==> src/inc/ict_consts.vh <==
// Purpose: shared constants of the instruction cycle timing and alu block
// Assumes: the decoder upstream maps opcodes to the operation classes below
// Notes:   operation class codes are internal to this block
`ifndef ICT_CONSTS_VH
`define ICT_CONSTS_VH

// timing: system clock period and clocks per instruction cycle
`define ICT_CLK_NS 40
`define ICT_CLK_PER_ICYC 4
`define ICT_ICYC_NS (`ICT_CLK_NS * `ICT_CLK_PER_ICYC)
`define ICT_PH_LAST 2'h3
`define ICT_PH_FIRST 2'h0

// operation classes presented on op_code
`define ICT_OP_NOP 5'h00
`define ICT_OP_XFER_A_M 5'h01
`define ICT_OP_XFER_M_A 5'h02
`define ICT_OP_XFER_A_I 5'h03
`define ICT_OP_ADD 5'h04
`define ICT_OP_ADC 5'h05
`define ICT_OP_SUB 5'h06
`define ICT_OP_SBC 5'h07
`define ICT_OP_AND 5'h08
`define ICT_OP_OR 5'h09
`define ICT_OP_XOR 5'h0a
`define ICT_OP_COMPL 5'h0b
`define ICT_OP_INC 5'h0c
`define ICT_OP_SUB_ONE 5'h0d
`define ICT_OP_ROT_R 5'h0e
`define ICT_OP_ROT_L 5'h0f
`define ICT_OP_ROT_RC 5'h10
`define ICT_OP_ROT_LC 5'h11
`define ICT_OP_JUMP 5'h12
`define ICT_OP_CALL 5'h13
`define ICT_OP_SUB_EXIT 5'h14
`define ICT_OP_ISR_EXIT 5'h15
`define ICT_OP_TABRD 5'h16
`define ICT_OP_SKBS 5'h17
`define ICT_OP_SKBC 5'h18
`define ICT_OP_CLEAR 5'h19

// reset values and sequencer state codes
`define ICT_ACC_RST 8'h00
`define ICT_PC_RST 12'h000
`define ICT_ST_EXEC 2'h1
`define ICT_ST_FLUSH 2'h2

`endif

==> src/logic/ict_phase.v <==
// Purpose: divides the system clock into instruction cycles of four clocks
// Assumes: single clock domain, asynchronous active low reset
// Notes:   start and end pulses are one clock wide, both from flip-flops
`timescale 1ns/1ps
`default_nettype none
`include "ict_consts.vh"

module ict_phase (
    input wire core_clk,
    input wire nrst,
    output reg [1:0] phase_r,
    output reg start_r,
    output reg end_r
);

    wire [1:0] phase_nxt;

    // wrap after the last phase so every cycle is exactly four clocks
    assign phase_nxt = (phase_r == `ICT_PH_LAST) ? `ICT_PH_FIRST : phase_r + 2'h1;

    // pulses are precomputed so they line up with the phase they mark
    always @(posedge core_clk or negedge nrst) begin
        if (!nrst) begin
            phase_r <= `ICT_PH_FIRST;
            start_r <= 1'b1;
            end_r <= 1'b0;
        end else begin
            phase_r <= phase_nxt;
            start_r <= (phase_nxt == `ICT_PH_FIRST);
            end_r <= (phase_nxt == `ICT_PH_LAST);
        end
    end

endmodule
`default_nettype wire

==> src/logic/ict_alu.v <==
// Purpose: combinational data path for moves, arithmetic, logic and rotates
// Assumes: operand b is the data memory value or the immediate
// Notes:   upd_* say which flags the operation is allowed to change
`timescale 1ns/1ps
`default_nettype none
`include "ict_consts.vh"

module ict_alu (
    input wire [4:0] op,
    input wire [7:0] a,
    input wire [7:0] b,
    input wire cin,
    input wire [2:0] bsel,
    output reg [7:0] res,
    output reg z,
    output reg c,
    output reg ac,
    output reg ov,
    output reg upd_z,
    output reg upd_c,
    output reg upd_aov,
    output reg skip
);

    wire use_c;
    wire [8:0] add9;
    wire [4:0] addn;
    wire [8:0] sub9;
    wire [4:0] subn;

    // with-carry forms fold the carry or borrow into the low bit
    assign use_c = (op == `ICT_OP_ADC) || (op == `ICT_OP_SBC);
    assign add9 = {1'b0, a} + {1'b0, b} + {8'h00, use_c & cin};
    assign addn = {1'b0, a[3:0]} + {1'b0, b[3:0]} + {4'h0, use_c & cin};
    assign sub9 = {1'b0, a} - {1'b0, b} - {8'h00, use_c & cin};
    assign subn = {1'b0, a[3:0]} - {1'b0, b[3:0]} - {4'h0, use_c & cin};

    // one case per class; flags default to unchanged
    always @* begin
        res = b;
        c = cin;
        ac = 1'b0;
        ov = 1'b0;
        upd_z = 1'b0;
        upd_c = 1'b0;
        upd_aov = 1'b0;
        skip = 1'b0;
        case (op)
            `ICT_OP_ADD, `ICT_OP_ADC: begin
                res = add9[7:0];
                c = add9[8];
                ac = addn[4];
                ov = (a[7] == b[7]) && (add9[7] != a[7]);
                upd_z = 1'b1;
                upd_c = 1'b1;
                upd_aov = 1'b1;
            end
            `ICT_OP_SUB, `ICT_OP_SBC: begin
                res = sub9[7:0];
                c = sub9[8];
                ac = subn[4];
                ov = (a[7] != b[7]) && (sub9[7] != a[7]);
                upd_z = 1'b1;
                upd_c = 1'b1;
                upd_aov = 1'b1;
            end
            `ICT_OP_AND: begin
                res = a & b;
                upd_z = 1'b1;
            end
            `ICT_OP_OR: begin
                res = a | b;
                upd_z = 1'b1;
            end
            `ICT_OP_XOR: begin
                res = a ^ b;
                upd_z = 1'b1;
            end
            `ICT_OP_COMPL: begin
                res = ~b;
                upd_z = 1'b1;
            end
            `ICT_OP_INC: begin
                res = b + 8'h01;
                upd_z = 1'b1;
            end
            `ICT_OP_SUB_ONE: begin
                res = b - 8'h01;
                upd_z = 1'b1;
            end
            `ICT_OP_ROT_R: res = {b[0], b[7:1]};
            `ICT_OP_ROT_L: res = {b[6:0], b[7]};
            `ICT_OP_ROT_RC: begin
                res = {cin, b[7:1]};
                c = b[0];
                upd_c = 1'b1;
            end
            `ICT_OP_ROT_LC: begin
                res = {b[6:0], cin};
                c = b[7];
                upd_c = 1'b1;
            end
            `ICT_OP_SKBS: skip = b[bsel];
            `ICT_OP_SKBC: skip = ~b[bsel];
            default: res = b;
        endcase
        z = (res == 8'h00);
    end

endmodule
`default_nettype wire

==> src/logic/ict_core.v <==
// Purpose: instruction cycle sequencer with accumulator, flags and pc
// Assumes: op_* inputs hold the instruction at pc_r for the whole cycle
// Notes:   execution happens on the last clock of each instruction cycle
//
// What this block does
// - one instruction cycle is exactly four system clocks.
// - most instructions take one cycle; branch, call, table read take two.
// - jump, call, return and interrupt return get one extra cycle.
// - writing the pc low byte acts as a jump and costs a cycle.
// - skip takes one cycle, plus one more when the skip is taken.
// - carry on addition above 255, borrow on subtraction below zero.
// - increment and decrement by one, into memory or accumulator.
// - logical results set zero flag when zero, clear it otherwise.
// - rotate one bit, plain wraps, through-carry swaps end bit with carry.
// - moves: memory to acc, acc to memory, immediate to acc.
// - logical operations take one operand from the accumulator, result to acc or memory.
// - add and subtract update zero, carry, aux carry and overflow.
// - logical and complement change only the zero flag.
`timescale 1ns/1ps
`default_nettype none
`include "ict_consts.vh"

module ict_core #(
    parameter PC_W = 12,
    parameter STK_D = 8,
    parameter STK_AW = 3
) (
    input wire core_clk,
    input wire nrst,
    input wire [4:0] op_code,
    input wire [7:0] op_operand,
    input wire [2:0] op_bit,
    input wire op_to_mem,
    input wire op_dest_pc_low,
    input wire [PC_W-1:0] op_addr,
    input wire [7:0] tbl_data,
    output wire [1:0] icyc_phase,
    output wire icyc_start,
    output reg [PC_W-1:0] pc_r,
    output reg [7:0] acc_r,
    output reg z_r,
    output reg c_r,
    output reg ac_r,
    output reg ov_r,
    output reg mem_we_r,
    output reg [7:0] mem_wd_r,
    output reg flush_r,
    output reg tbl_rd_r,
    output reg isr_exit_r
);

    wire ph_end;
    wire [7:0] alu_res;
    wire alu_z;
    wire alu_c;
    wire alu_ac;
    wire alu_ov;
    wire upd_z;
    wire upd_c;
    wire upd_aov;
    wire skip_hit;
    wire [PC_W-1:0] pc_inc;

    reg [1:0] st_r;
    reg [1:0] st_nxt;
    reg adv_r;
    reg adv_nxt;
    reg tbl_r;
    reg tbl_nxt;
    reg [PC_W-1:0] pc_nxt;
    reg [7:0] acc_nxt;
    reg z_nxt;
    reg c_nxt;
    reg ac_nxt;
    reg ov_nxt;
    reg mem_we_nxt;
    reg [7:0] mem_wd_nxt;
    reg isr_exit_nxt;
    reg [STK_AW-1:0] sp_r;
    reg [STK_AW-1:0] sp_nxt;
    reg push;
    reg [PC_W-1:0] stk [0:STK_D-1];

    // four clock phase generator; ph_end marks the execute clock
    ict_phase u_phase (
        .core_clk(core_clk),
        .nrst(nrst),
        .phase_r(icyc_phase),
        .start_r(icyc_start),
        .end_r(ph_end)
    );

    // data path shared by all data manipulating classes
    ict_alu u_alu (
        .op(op_code),
        .a(acc_r),
        .b(op_operand),
        .cin(c_r),
        .bsel(op_bit),
        .res(alu_res),
        .z(alu_z),
        .c(alu_c),
        .ac(alu_ac),
        .ov(alu_ov),
        .upd_z(upd_z),
        .upd_c(upd_c),
        .upd_aov(upd_aov),
        .skip(skip_hit)
    );

    assign pc_inc = pc_r + {{(PC_W-1){1'b0}}, 1'b1};

    // decode and sequence; all but the write and isr exit pulses hold except on the execute clock
    always @* begin
        st_nxt = st_r;
        adv_nxt = adv_r;
        tbl_nxt = tbl_r;
        pc_nxt = pc_r;
        acc_nxt = acc_r;
        z_nxt = z_r;
        c_nxt = c_r;
        ac_nxt = ac_r;
        ov_nxt = ov_r;
        mem_we_nxt = 1'b0;
        mem_wd_nxt = mem_wd_r;
        isr_exit_nxt = 1'b0;
        sp_nxt = sp_r;
        push = 1'b0;
        if (ph_end) begin
            case (st_r)
                `ICT_ST_EXEC: begin
                    pc_nxt = pc_inc;
                    adv_nxt = 1'b0;
                    tbl_nxt = 1'b0;
                    // flag updates are gated per class by the alu masks
                    if (upd_z) begin
                        z_nxt = alu_z;
                    end
                    if (upd_c) begin
                        c_nxt = alu_c;
                    end
                    if (upd_aov) begin
                        ac_nxt = alu_ac;
                        ov_nxt = alu_ov;
                    end
                    case (op_code)
                        `ICT_OP_XFER_A_M, `ICT_OP_XFER_A_I: begin
                            acc_nxt = op_operand;
                        end
                        `ICT_OP_XFER_M_A, `ICT_OP_CLEAR: begin
                            mem_wd_nxt = (op_code == `ICT_OP_CLEAR) ? 8'h00 : acc_r;
                            if (op_dest_pc_low) begin
                                pc_nxt = {pc_r[PC_W-1:8], mem_wd_nxt};
                                st_nxt = `ICT_ST_FLUSH;
                            end else begin
                                mem_we_nxt = 1'b1;
                            end
                        end
                        `ICT_OP_ADD, `ICT_OP_ADC, `ICT_OP_SUB, `ICT_OP_SBC,
                        `ICT_OP_AND, `ICT_OP_OR, `ICT_OP_XOR, `ICT_OP_COMPL,
                        `ICT_OP_INC, `ICT_OP_SUB_ONE, `ICT_OP_ROT_R, `ICT_OP_ROT_L,
                        `ICT_OP_ROT_RC, `ICT_OP_ROT_LC: begin
                            // memory forms write back, the others load acc
                            if (!op_to_mem) begin
                                acc_nxt = alu_res;
                            end else if (op_dest_pc_low) begin
                                pc_nxt = {pc_r[PC_W-1:8], alu_res};
                                st_nxt = `ICT_ST_FLUSH;
                            end else begin
                                mem_wd_nxt = alu_res;
                                mem_we_nxt = 1'b1;
                            end
                        end
                        `ICT_OP_JUMP: begin
                            pc_nxt = op_addr;
                            st_nxt = `ICT_ST_FLUSH;
                        end
                        `ICT_OP_CALL: begin
                            push = 1'b1;
                            sp_nxt = sp_r + {{(STK_AW-1){1'b0}}, 1'b1};
                            pc_nxt = op_addr;
                            st_nxt = `ICT_ST_FLUSH;
                        end
                        `ICT_OP_SUB_EXIT, `ICT_OP_ISR_EXIT: begin
                            sp_nxt = sp_r - {{(STK_AW-1){1'b0}}, 1'b1};
                            pc_nxt = stk[sp_nxt];
                            isr_exit_nxt = (op_code == `ICT_OP_ISR_EXIT);
                            st_nxt = `ICT_ST_FLUSH;
                        end
                        `ICT_OP_TABRD: begin
                            tbl_nxt = 1'b1;
                            st_nxt = `ICT_ST_FLUSH;
                        end
                        `ICT_OP_SKBS, `ICT_OP_SKBC: begin
                            // a taken skip fetches pc+1 only to throw it away
                            if (skip_hit) begin
                                adv_nxt = 1'b1;
                                st_nxt = `ICT_ST_FLUSH;
                            end
                        end
                        default: begin
                            pc_nxt = pc_inc;
                        end
                    endcase
                end
                `ICT_ST_FLUSH: begin
                    // op_* inputs are ignored here: they belong to the old path
                    st_nxt = `ICT_ST_EXEC;
                    adv_nxt = 1'b0;
                    tbl_nxt = 1'b0;
                    if (adv_r) begin
                        pc_nxt = pc_inc;
                    end
                    if (tbl_r) begin
                        acc_nxt = tbl_data;
                    end
                end
                default: begin
                    st_nxt = `ICT_ST_EXEC;
                end
            endcase
        end
    end

    // sequencer and architectural state
    always @(posedge core_clk or negedge nrst) begin
        if (!nrst) begin
            st_r <= `ICT_ST_EXEC;
            adv_r <= 1'b0;
            tbl_r <= 1'b0;
            pc_r <= `ICT_PC_RST;
            acc_r <= `ICT_ACC_RST;
            z_r <= 1'b0;
            c_r <= 1'b0;
            ac_r <= 1'b0;
            ov_r <= 1'b0;
            mem_we_r <= 1'b0;
            mem_wd_r <= 8'h00;
            flush_r <= 1'b0;
            tbl_rd_r <= 1'b0;
            isr_exit_r <= 1'b0;
            sp_r <= {STK_AW{1'b0}};
        end else begin
            st_r <= st_nxt;
            adv_r <= adv_nxt;
            tbl_r <= tbl_nxt;
            pc_r <= pc_nxt;
            acc_r <= acc_nxt;
            z_r <= z_nxt;
            c_r <= c_nxt;
            ac_r <= ac_nxt;
            ov_r <= ov_nxt;
            mem_we_r <= mem_we_nxt;
            mem_wd_r <= mem_wd_nxt;
            flush_r <= (st_nxt == `ICT_ST_FLUSH);
            tbl_rd_r <= tbl_nxt;
            isr_exit_r <= isr_exit_nxt;
            sp_r <= sp_nxt;
        end
    end

    // return stack; wraps silently on overflow, deeper nesting is lost
    always @(posedge core_clk) begin
        if (push) begin
            stk[sp_r] <= pc_inc;
        end
    end

endmodule
`default_nettype wire

==> config.mk <==
export PLATFORM = sky130hd
export DESIGN_NAME = ict_core
export DESIGN_NICKNAME = d
export VERILOG_FILES = /design/src/logic/ict_phase.v /design/src/logic/ict_alu.v /design/src/logic/ict_core.v
export VERILOG_INCLUDE_DIRS = /design/src /design/src/inc
export SDC_FILE = /design/constraint.sdc
export NUM_CORES = 1
export LEC_CHECK = 0
export ABC_AREA = 1
export BUFFER_PORTS_ARGS = -buffer_cell sky130_fd_sc_hd__buf_2
export CORE_MARGIN = 1.5
export CORE_UTILIZATION = 55
export DETAILED_ROUTE_END_ITERATION = 6
export PLACE_DENSITY = 0.85
export SYNTH_ARGS = -nofsm -noshare
export SYNTH_HDL_FRONTEND = slang
export SYNTH_SLANG_ARGS = --single-unit
==> constraint.sdc <==
create_clock -name core_clk -period 6.6 [get_ports core_clk]
set_input_delay 1.32 -clock core_clk [delete_from_list [all_inputs] [get_ports core_clk]]
set_output_delay 1.32 -clock core_clk [all_outputs]
set_load 0.03 [all_outputs]
Word-level counts from Yosys, hierarchy flattened
Memory sizes are Yosys's and may differ from the RTL's.
Cells that the tools add are included.
{"block": "totals", "register_bits": 46, "ramBits": 96, "input_bits": 40, "word_cells": 162, "n_memories": 1}
{"block": "classes", "n_addsub": 14, "order_cmp": 1, "n_eq_ne": 42, "n_mux": 50, "bitwise_logic": 6, "reduce_logical": 30}
{"name": "stk", "depth": 8, "width": 12, "read_ports": 1, "rd_clocked_by_memory_dff": 0, "write_ports": 1, "line": "ict_core.v:82", "source": "reg [PC_W-1:0] stk [0:STK_D-1];"}
{"operator": "$pmux W8 S12", "count": 1}
{"operator": "$eq A5 B5 Y1 const B", "count": 10}
{"operator": "$mux W12", "count": 4}
{"operator": "$pmux W12 S4", "count": 1}
{"operator": "$pmux W8 S2", "count": 3}
{"operator": "$eq A5 B4 Y1 const B", "count": 8}
{"operator": "$mux W8", "count": 5}
{"operator": "$pmux W12 S2", "count": 1}
{"operator": "$eq A5 B3 Y1 const B", "count": 4}
{"operator": "$mux W1", "count": 19}
{"operator": "$reduce_and A5 Y1", "count": 3}
{"operator": "$reduce_or A14 Y1", "count": 1}
{"operator": "$reduce_or A2 Y1", "count": 7}
{"operator": "$add A12 B1 Y12 const B", "count": 1}
{"operator": "$mux W2", "count": 6}
{"operator": "$pmux W1 S2", "count": 6}
{"operator": "$reduce_and A3 Y1", "count": 4}
{"operator": "$eq A5 B2 Y1 const B", "count": 2}
{"operator": "$reduce_or A10 Y1", "count": 1}
{"operator": "$add A8 B8 Y9", "count": 1}
{"operator": "$add A9 B1 Y9", "count": 1}
{"operator": "$sub A8 B8 Y9", "count": 1}
{"operator": "$sub A9 B1 Y9", "count": 1}
{"operator": "$add A8 B1 Y8 const B", "count": 1}
{"operator": "39 further kinds", "count": 51}

Logic depth before layout (Yosys ltp)
{"block": "logic_depth", "ltp_word": 9, "depth_mapped": 22}

Modules after synthesis
From an unflattened synthesis, not the netlist that was laid out.
{"block": "hier_totals", "hier_cells": 1273, "area_unflattened_um2": 9515.4}
{"module": "ict_core", "n_inst": 1, "cells_each": 788, "area_each_um2": 6940.4, "seq_area_each_um2": 3935.0}
{"module": "ict_alu", "n_inst": 1, "cells_each": 475, "area_each_um2": 2424.8, "seq_area_each_um2": 0.0}
{"module": "ict_phase", "n_inst": 1, "cells_each": 10, "area_each_um2": 150.1, "seq_area_each_um2": 101.3}

Worst setup path before layout
OpenSTA, ideal clock, no wires.
{"block": "synth_timing", "kind": "input-to-reg", "from": "input port op_code[1]", "to": "register acc_r[4]", "setup_ns": 0.083, "arrival_time_ns": 3.657, "setup_slack_ns": 2.861, "cell_stages": 17, "path_buffers": 1, "cell_sequence": "buf_4 inv_2 nand2_1 a211oi_1 nand2_1 fa_1 fa_1 nor2_1 o21bai_1 and2_1 nor2_1 nor2_1 nand3_1 nand2_1 o21ai_0 nand2_1 o21ai_0"}
{"block": "synth_between", "elab_chain_cells": 8, "word_cells_on_any_way": 31, "classes_between": "2 x add/sub; 18 x eq/ne; 4 x mux; 1 x bitwise; 6 x reduce/logical"}
{"item": "start: declaration", "line": "ict_core.v:30", "source": "input wire [4:0] op_code,"}
{"item": "$eq A5 B3 Y1", "line": "ict_alu.v:48, ict_core.v:146"}
{"item": "$logic_or A1 B1 Y1", "line": "ict_alu.v:32", "source": "assign use_c = (op == `ICT_OP_ADC) || (op == `ICT_OP_SBC);"}
{"item": "$and A1 B1 Y1", "line": "ict_alu.v:33, ict_alu.v:35"}
{"item": "$sub A9 B1 Y9 or $add A9 B1 Y9 (tied branches)", "line": "ict_alu.v:35, ict_alu.v:33"}
{"item": "$pmux W8 S12", "line": "ict_alu.v:48", "source": "case (op)"}
{"item": "$mux W8", "line": "ict_core.v:164", "source": "if (!op_to_mem) begin"}
{"item": "$pmux W8 S2", "line": "ict_core.v:146", "source": "case (op_code)"}
{"item": "$pmux W8 S2", "line": "ict_core.v:130", "source": "case (st_r)"}
{"item": "end signal: assignment", "line": "ict_core.v:232", "source": "acc_r <= `ICT_ACC_RST;"}
{"item": "end signal: assignment", "line": "ict_core.v:248", "source": "acc_r <= acc_nxt;"}
{"item": "end: declaration", "line": "ict_core.v:40", "source": "output reg [7:0] acc_r,"}
Several ways; a longest one is shown, not always the timed one. The select of a mux whose other input is x is not followed.
A chain may end at the register's enable or synchronous reset.

Worst setup path after layout
{"block": "layout_timing", "from": "register sp_r[0]", "to": "register pc_r[6]"}
{"block": "layout_between", "elab_chain_cells": 4}
{"item": "start: declaration", "line": "ict_core.v:79", "source": "reg [STK_AW-1:0] sp_r;"}
{"item": "start signal: assignment", "line": "ict_core.v:242", "source": "sp_r <= {STK_AW{1'b0}};"}
{"item": "start signal: assignment", "line": "ict_core.v:258", "source": "sp_r <= sp_nxt;"}
{"item": "$sub A3 B1 Y3", "line": "ict_core.v:185", "source": "sp_nxt = sp_r - {{(STK_AW-1){1'b0}}, 1'b1};"}
{"item": "$mem_v2 Z8 W12"}
{"item": "$pmux W12 S4", "line": "ict_core.v:146"}
{"item": "$pmux W12 S2", "line": "ict_core.v:130"}
{"item": "end signal: assignment", "line": "ict_core.v:231", "source": "pc_r <= `ICT_PC_RST;"}
{"item": "end signal: assignment", "line": "ict_core.v:247", "source": "pc_r <= pc_nxt;"}
{"item": "end: declaration", "line": "ict_core.v:39", "source": "output reg [PC_W-1:0] pc_r,"}
Every way passes these cells.

==> flow_metrics.py <==
metrics = {
    "status": {
        "status": "finished clean",
    },
    "place": {
        "dp_hpwl_um": 19900,
        "port_buffers": 78,
        "dp_cells": 1419,
        "place.gp.congestion": 1.01,
    },
    "die": {
        "die_y_um": 131,
        "die_area_um2": 17200,
        "row_count": 46,
        "core_um2": 15900,
        "die_w_um": 131,
        "ioPinCount": 79,
        "start_util": 0.567,
    },
    "synthesis": {
        "yosysUniqueCellTypes": 45,
        "yosys_register_bits": 142,
        "synth_area_per_cell_um2": 7.85,
        "async_reset_ff_frac": 0.324,
        "netlist_instances": 1152,
        "ys_top_cells_by_area": "edfxtp_1 32%, nand2_1 14%, dfrtp_1 12%, ha_1 6.1%, nand3_1 5.2%",
        "syn_area_um2": 9040,
        "yosysSeqAreaShare": 0.447,
        "ys_warn_count": 0,
        "syn_nets": 1241,
        "synth_top_area_share": 0.319,
        "ys.flop_type": "edfxtp_1",
        "synth_area_leader_cell": "edfxtp_1",
        "synth_edf_count": 96,
    },
    "grt": {
        "grt_antenna_before_repair": 0,
        "grt_pass1_wl_um": 43300,
        "grt.total_usage": 0.322,
        "grt_pass1_vias": 7936,
        "grt_overflow": 0,
        "grt_max_degree": 54,
    },
    "worst_setup_path": {
        "r2r-end": "pc_r[6]$_DFFE_PN0P_",
        "crit_path_frequent_cell": "nand2_1",
        "path_cells": "buf_4, inv_1, buf_4, ha_1, inv_1, a21oi_1, a32o_1, o21ai_0, nor2_1, nand2_1, nor2_1, nand2_1, nand2_1, nand2_1",
        "arrival_ps": 4660,
        "startpoint_type": "flip-flop",
        "rr_worst_depth": 14,
        "slowest_delay_ps": 900,
        "critPathRequiredTime_ps": 6930,
        "cp_max_fo": 53,
        "critPathSlowestCell": "ha_1",
        "critPathKind": "reg -> reg",
        "rrSetupSlack_ps": 2270,
        "critPathCaptureType": "flip-flop",
        "startpoint": "sp_r[0]$_DFFE_PN0P_",
        "rr_startpoint": "sp_r[0]$_DFFE_PN0P_",
    },
    "routing": {
        "wl_per_cell_um": 19.0,
        "first_pass_iters": 6,
        "drt_iter0_drc": 1192,
        "antenna_left": 0,
        "viasPerCell": 6.00,
        "route.detailed.drc": 0,
        "vias": 8713,
        "routed_wl_um": 27500,
    },
    "clocking": {
        "cts_setup_buffers": 0,
        "clockBufferDepth": 2,
        "root_buffer": "clkbuf_16",
        "ctsHtreeMaxLevel": 4,
        "clk_pin_slew_ps": 70,
        "ctsResizeCount": 0,
        "cts_tree": "done",
        "hold_buffers": 0,
        "insertion_delay_ps": 440,
        "cts_made_buffers": 17,
        "clock_sinks": 142,
    },
    "timing": {
        "maxSlewHeadroom": 0.200,
        "period_share": 0.656,
        "hold_viol": 0,
        "tns_ps": 0,
        "setup_violations": 0,
        "finalCriticalPeriod_ps": 4330,
        "timing.hold.ws_ps": 480,
        "fmax_ghz": 0.231,
        "rsz0062_at_grt": "false",
        "slew_viol_final": 0,
        "fin_skew_ps": 17.1,
        "worst_pin_slew_ps": 1190,
    },
    "pwr": {
        "pwr_density_cell_nw_per_um2": 398,
        "leakagePower_nw": 4.77,
        "peakVddDrop_mv": 0.236,
    },
    "run": {
        "maxCapViolations": 0,
    },
    "final_layout": {
        "fin_cells": 1451,
        "area_delta_synth_final_pct": 12.8,
        "fill_cells": 1300,
        "fin_util": 0.640,
        "fin_nets": 1311,
        "drive_gt1_frac": 0.121,
        "diodes": 0,
    },
    "hold_path": {
        "hold_start": "ov_r$_DFFE_PN0P_",
        "hold_depth": 2,
        "min_to": "ov_r$_DFFE_PN0P_",
        "hp-class": "reg -> reg",
    },
}
[layer usage]
layer | share of wire | vias up | track usage
li1 | - | 4014 | -
met1 | 0.40 | 4040 | 0.440
met2 | 0.46 | 572 | 0.509
met3 | 0.11 | 87 | 0.0633
met4 | 0.035 | 0 | 0.126
met5 | 0 | - | 0
[sequential cells by signal (all words and copies together) (netlist names), 2 cells and up]
register,cells
stk,96
acc_r,8
st_r,2
pc_r,12
mem_wd_r,8
u_phase.phase_r,2
sp_r,3
[cell usage after synthesis, types with 2 or more instances]
library cell    n
nand4_1        25
nor2_1        101
edfxtp_1       96
clkbuf_1       20
a211oi_1        3
o22ai_1         9
o21bai_1        2
a22oi_1         5
dfrtp_1        44
o221ai_1        4
o22a_1          3
nand2_1       335
nor3_1         20
nand3b_1        9
xor2_1          9
xnor2_1         2
buf_4           2
a32oi_1         4
dfstp_2         2
a31oi_1         3
a32o_1          4
nand3_1        94
ha_1           44
inv_1         123
o211ai_1        6
o21ai_0        61
buf_2          11
or2_2           6
a21oi_1        68
o31ai_1         5
fa_1            5
nor2_2          9
inv_2           6
[how the worst max path moves through the flow]
stage	endpoint	cells after the start
global placement	acc_r[6]$_DFFE_PN0P_	16
CTS	pc_r[6]$_DFFE_PN0P_	14
floorplan	acc_r[4]$_DFFE_PN0P_	17
global route	pc_r[6]$_DFFE_PN0P_	14
detailed placement	pc_r[7]$_DFFE_PN0P_	19
finish	pc_r[6]$_DFFE_PN0P_	14
[placed cells by master, fill, tap and decap left out, types with 44 or more instances in the layout]
cell type,Yosys,layout
nand2_1,335,335
inv_1,123,123
nor2_1,101,101
edfxtp_1,96,96
nand3_1,94,94
buf_2,11,78
a21oi_1,68,68
o21ai_0,61,61
ha_1,44,44
dfrtp_1,44,44
[report_power, final]
group | switching, W | total, W | internal, W
sequential | 0.000146 | 0.00131 | 0.00117
combinational | 0.00130 | 0.00184 | 0.000538
clock | 0.000414 | 0.000907 | 0.000494
[area by class of cell]
cell class | count | area, um^2 | area share
Clock buffer | 18 | 429 | 0.0421
Inverter | 130 | 488 | 0.0478
Clock inverter | 14 | 128 | 0.0125
Sequential cell | 142 | 4040 | 0.396
Timing Repair Buffer | 85 | 443 | 0.0434
Multi-Input combinational cell | 846 | 4410 | 0.432
Tap cell | 216 | 270 | 0.0265
[cell families after synthesis]
logic type      synth area share
flops                      0.447
compound gates             0.117
xor+xnor                  0.0107
simple gates               0.283
fa+ha+maj                 0.0720
buf+inv                   0.0705
[stage by stage]
| stage | worst slack [ps] | total power [W] | cell area, um^2 |
|---|---|---|---|
| floorplan | 2860 | 0.00256 | 9040 |
| CTS | 2480 | 0.00400 | 10200 |
| global route | 2040 | 0.00428 | 10200 |
| global placement | 2320 | 0.00305 | 9640 |
| detailed placement | 2260 | 0.00309 | 9640 |
| finish | 2270 | 0.00406 | 10200 |
[critical path, delay by kind of cell (launching register included)]
kind / cells / cell delay [ps]
AND/OR/NAND/NOR: 6 / 740
flip-flops: 1 / 320
buffers and inverters: 4 / 1600
adder cells (fa/ha/maj): 1 / 900
AO/OA/AOI/OAI: 3 / 600
Power figures use the tool's default switching activity.
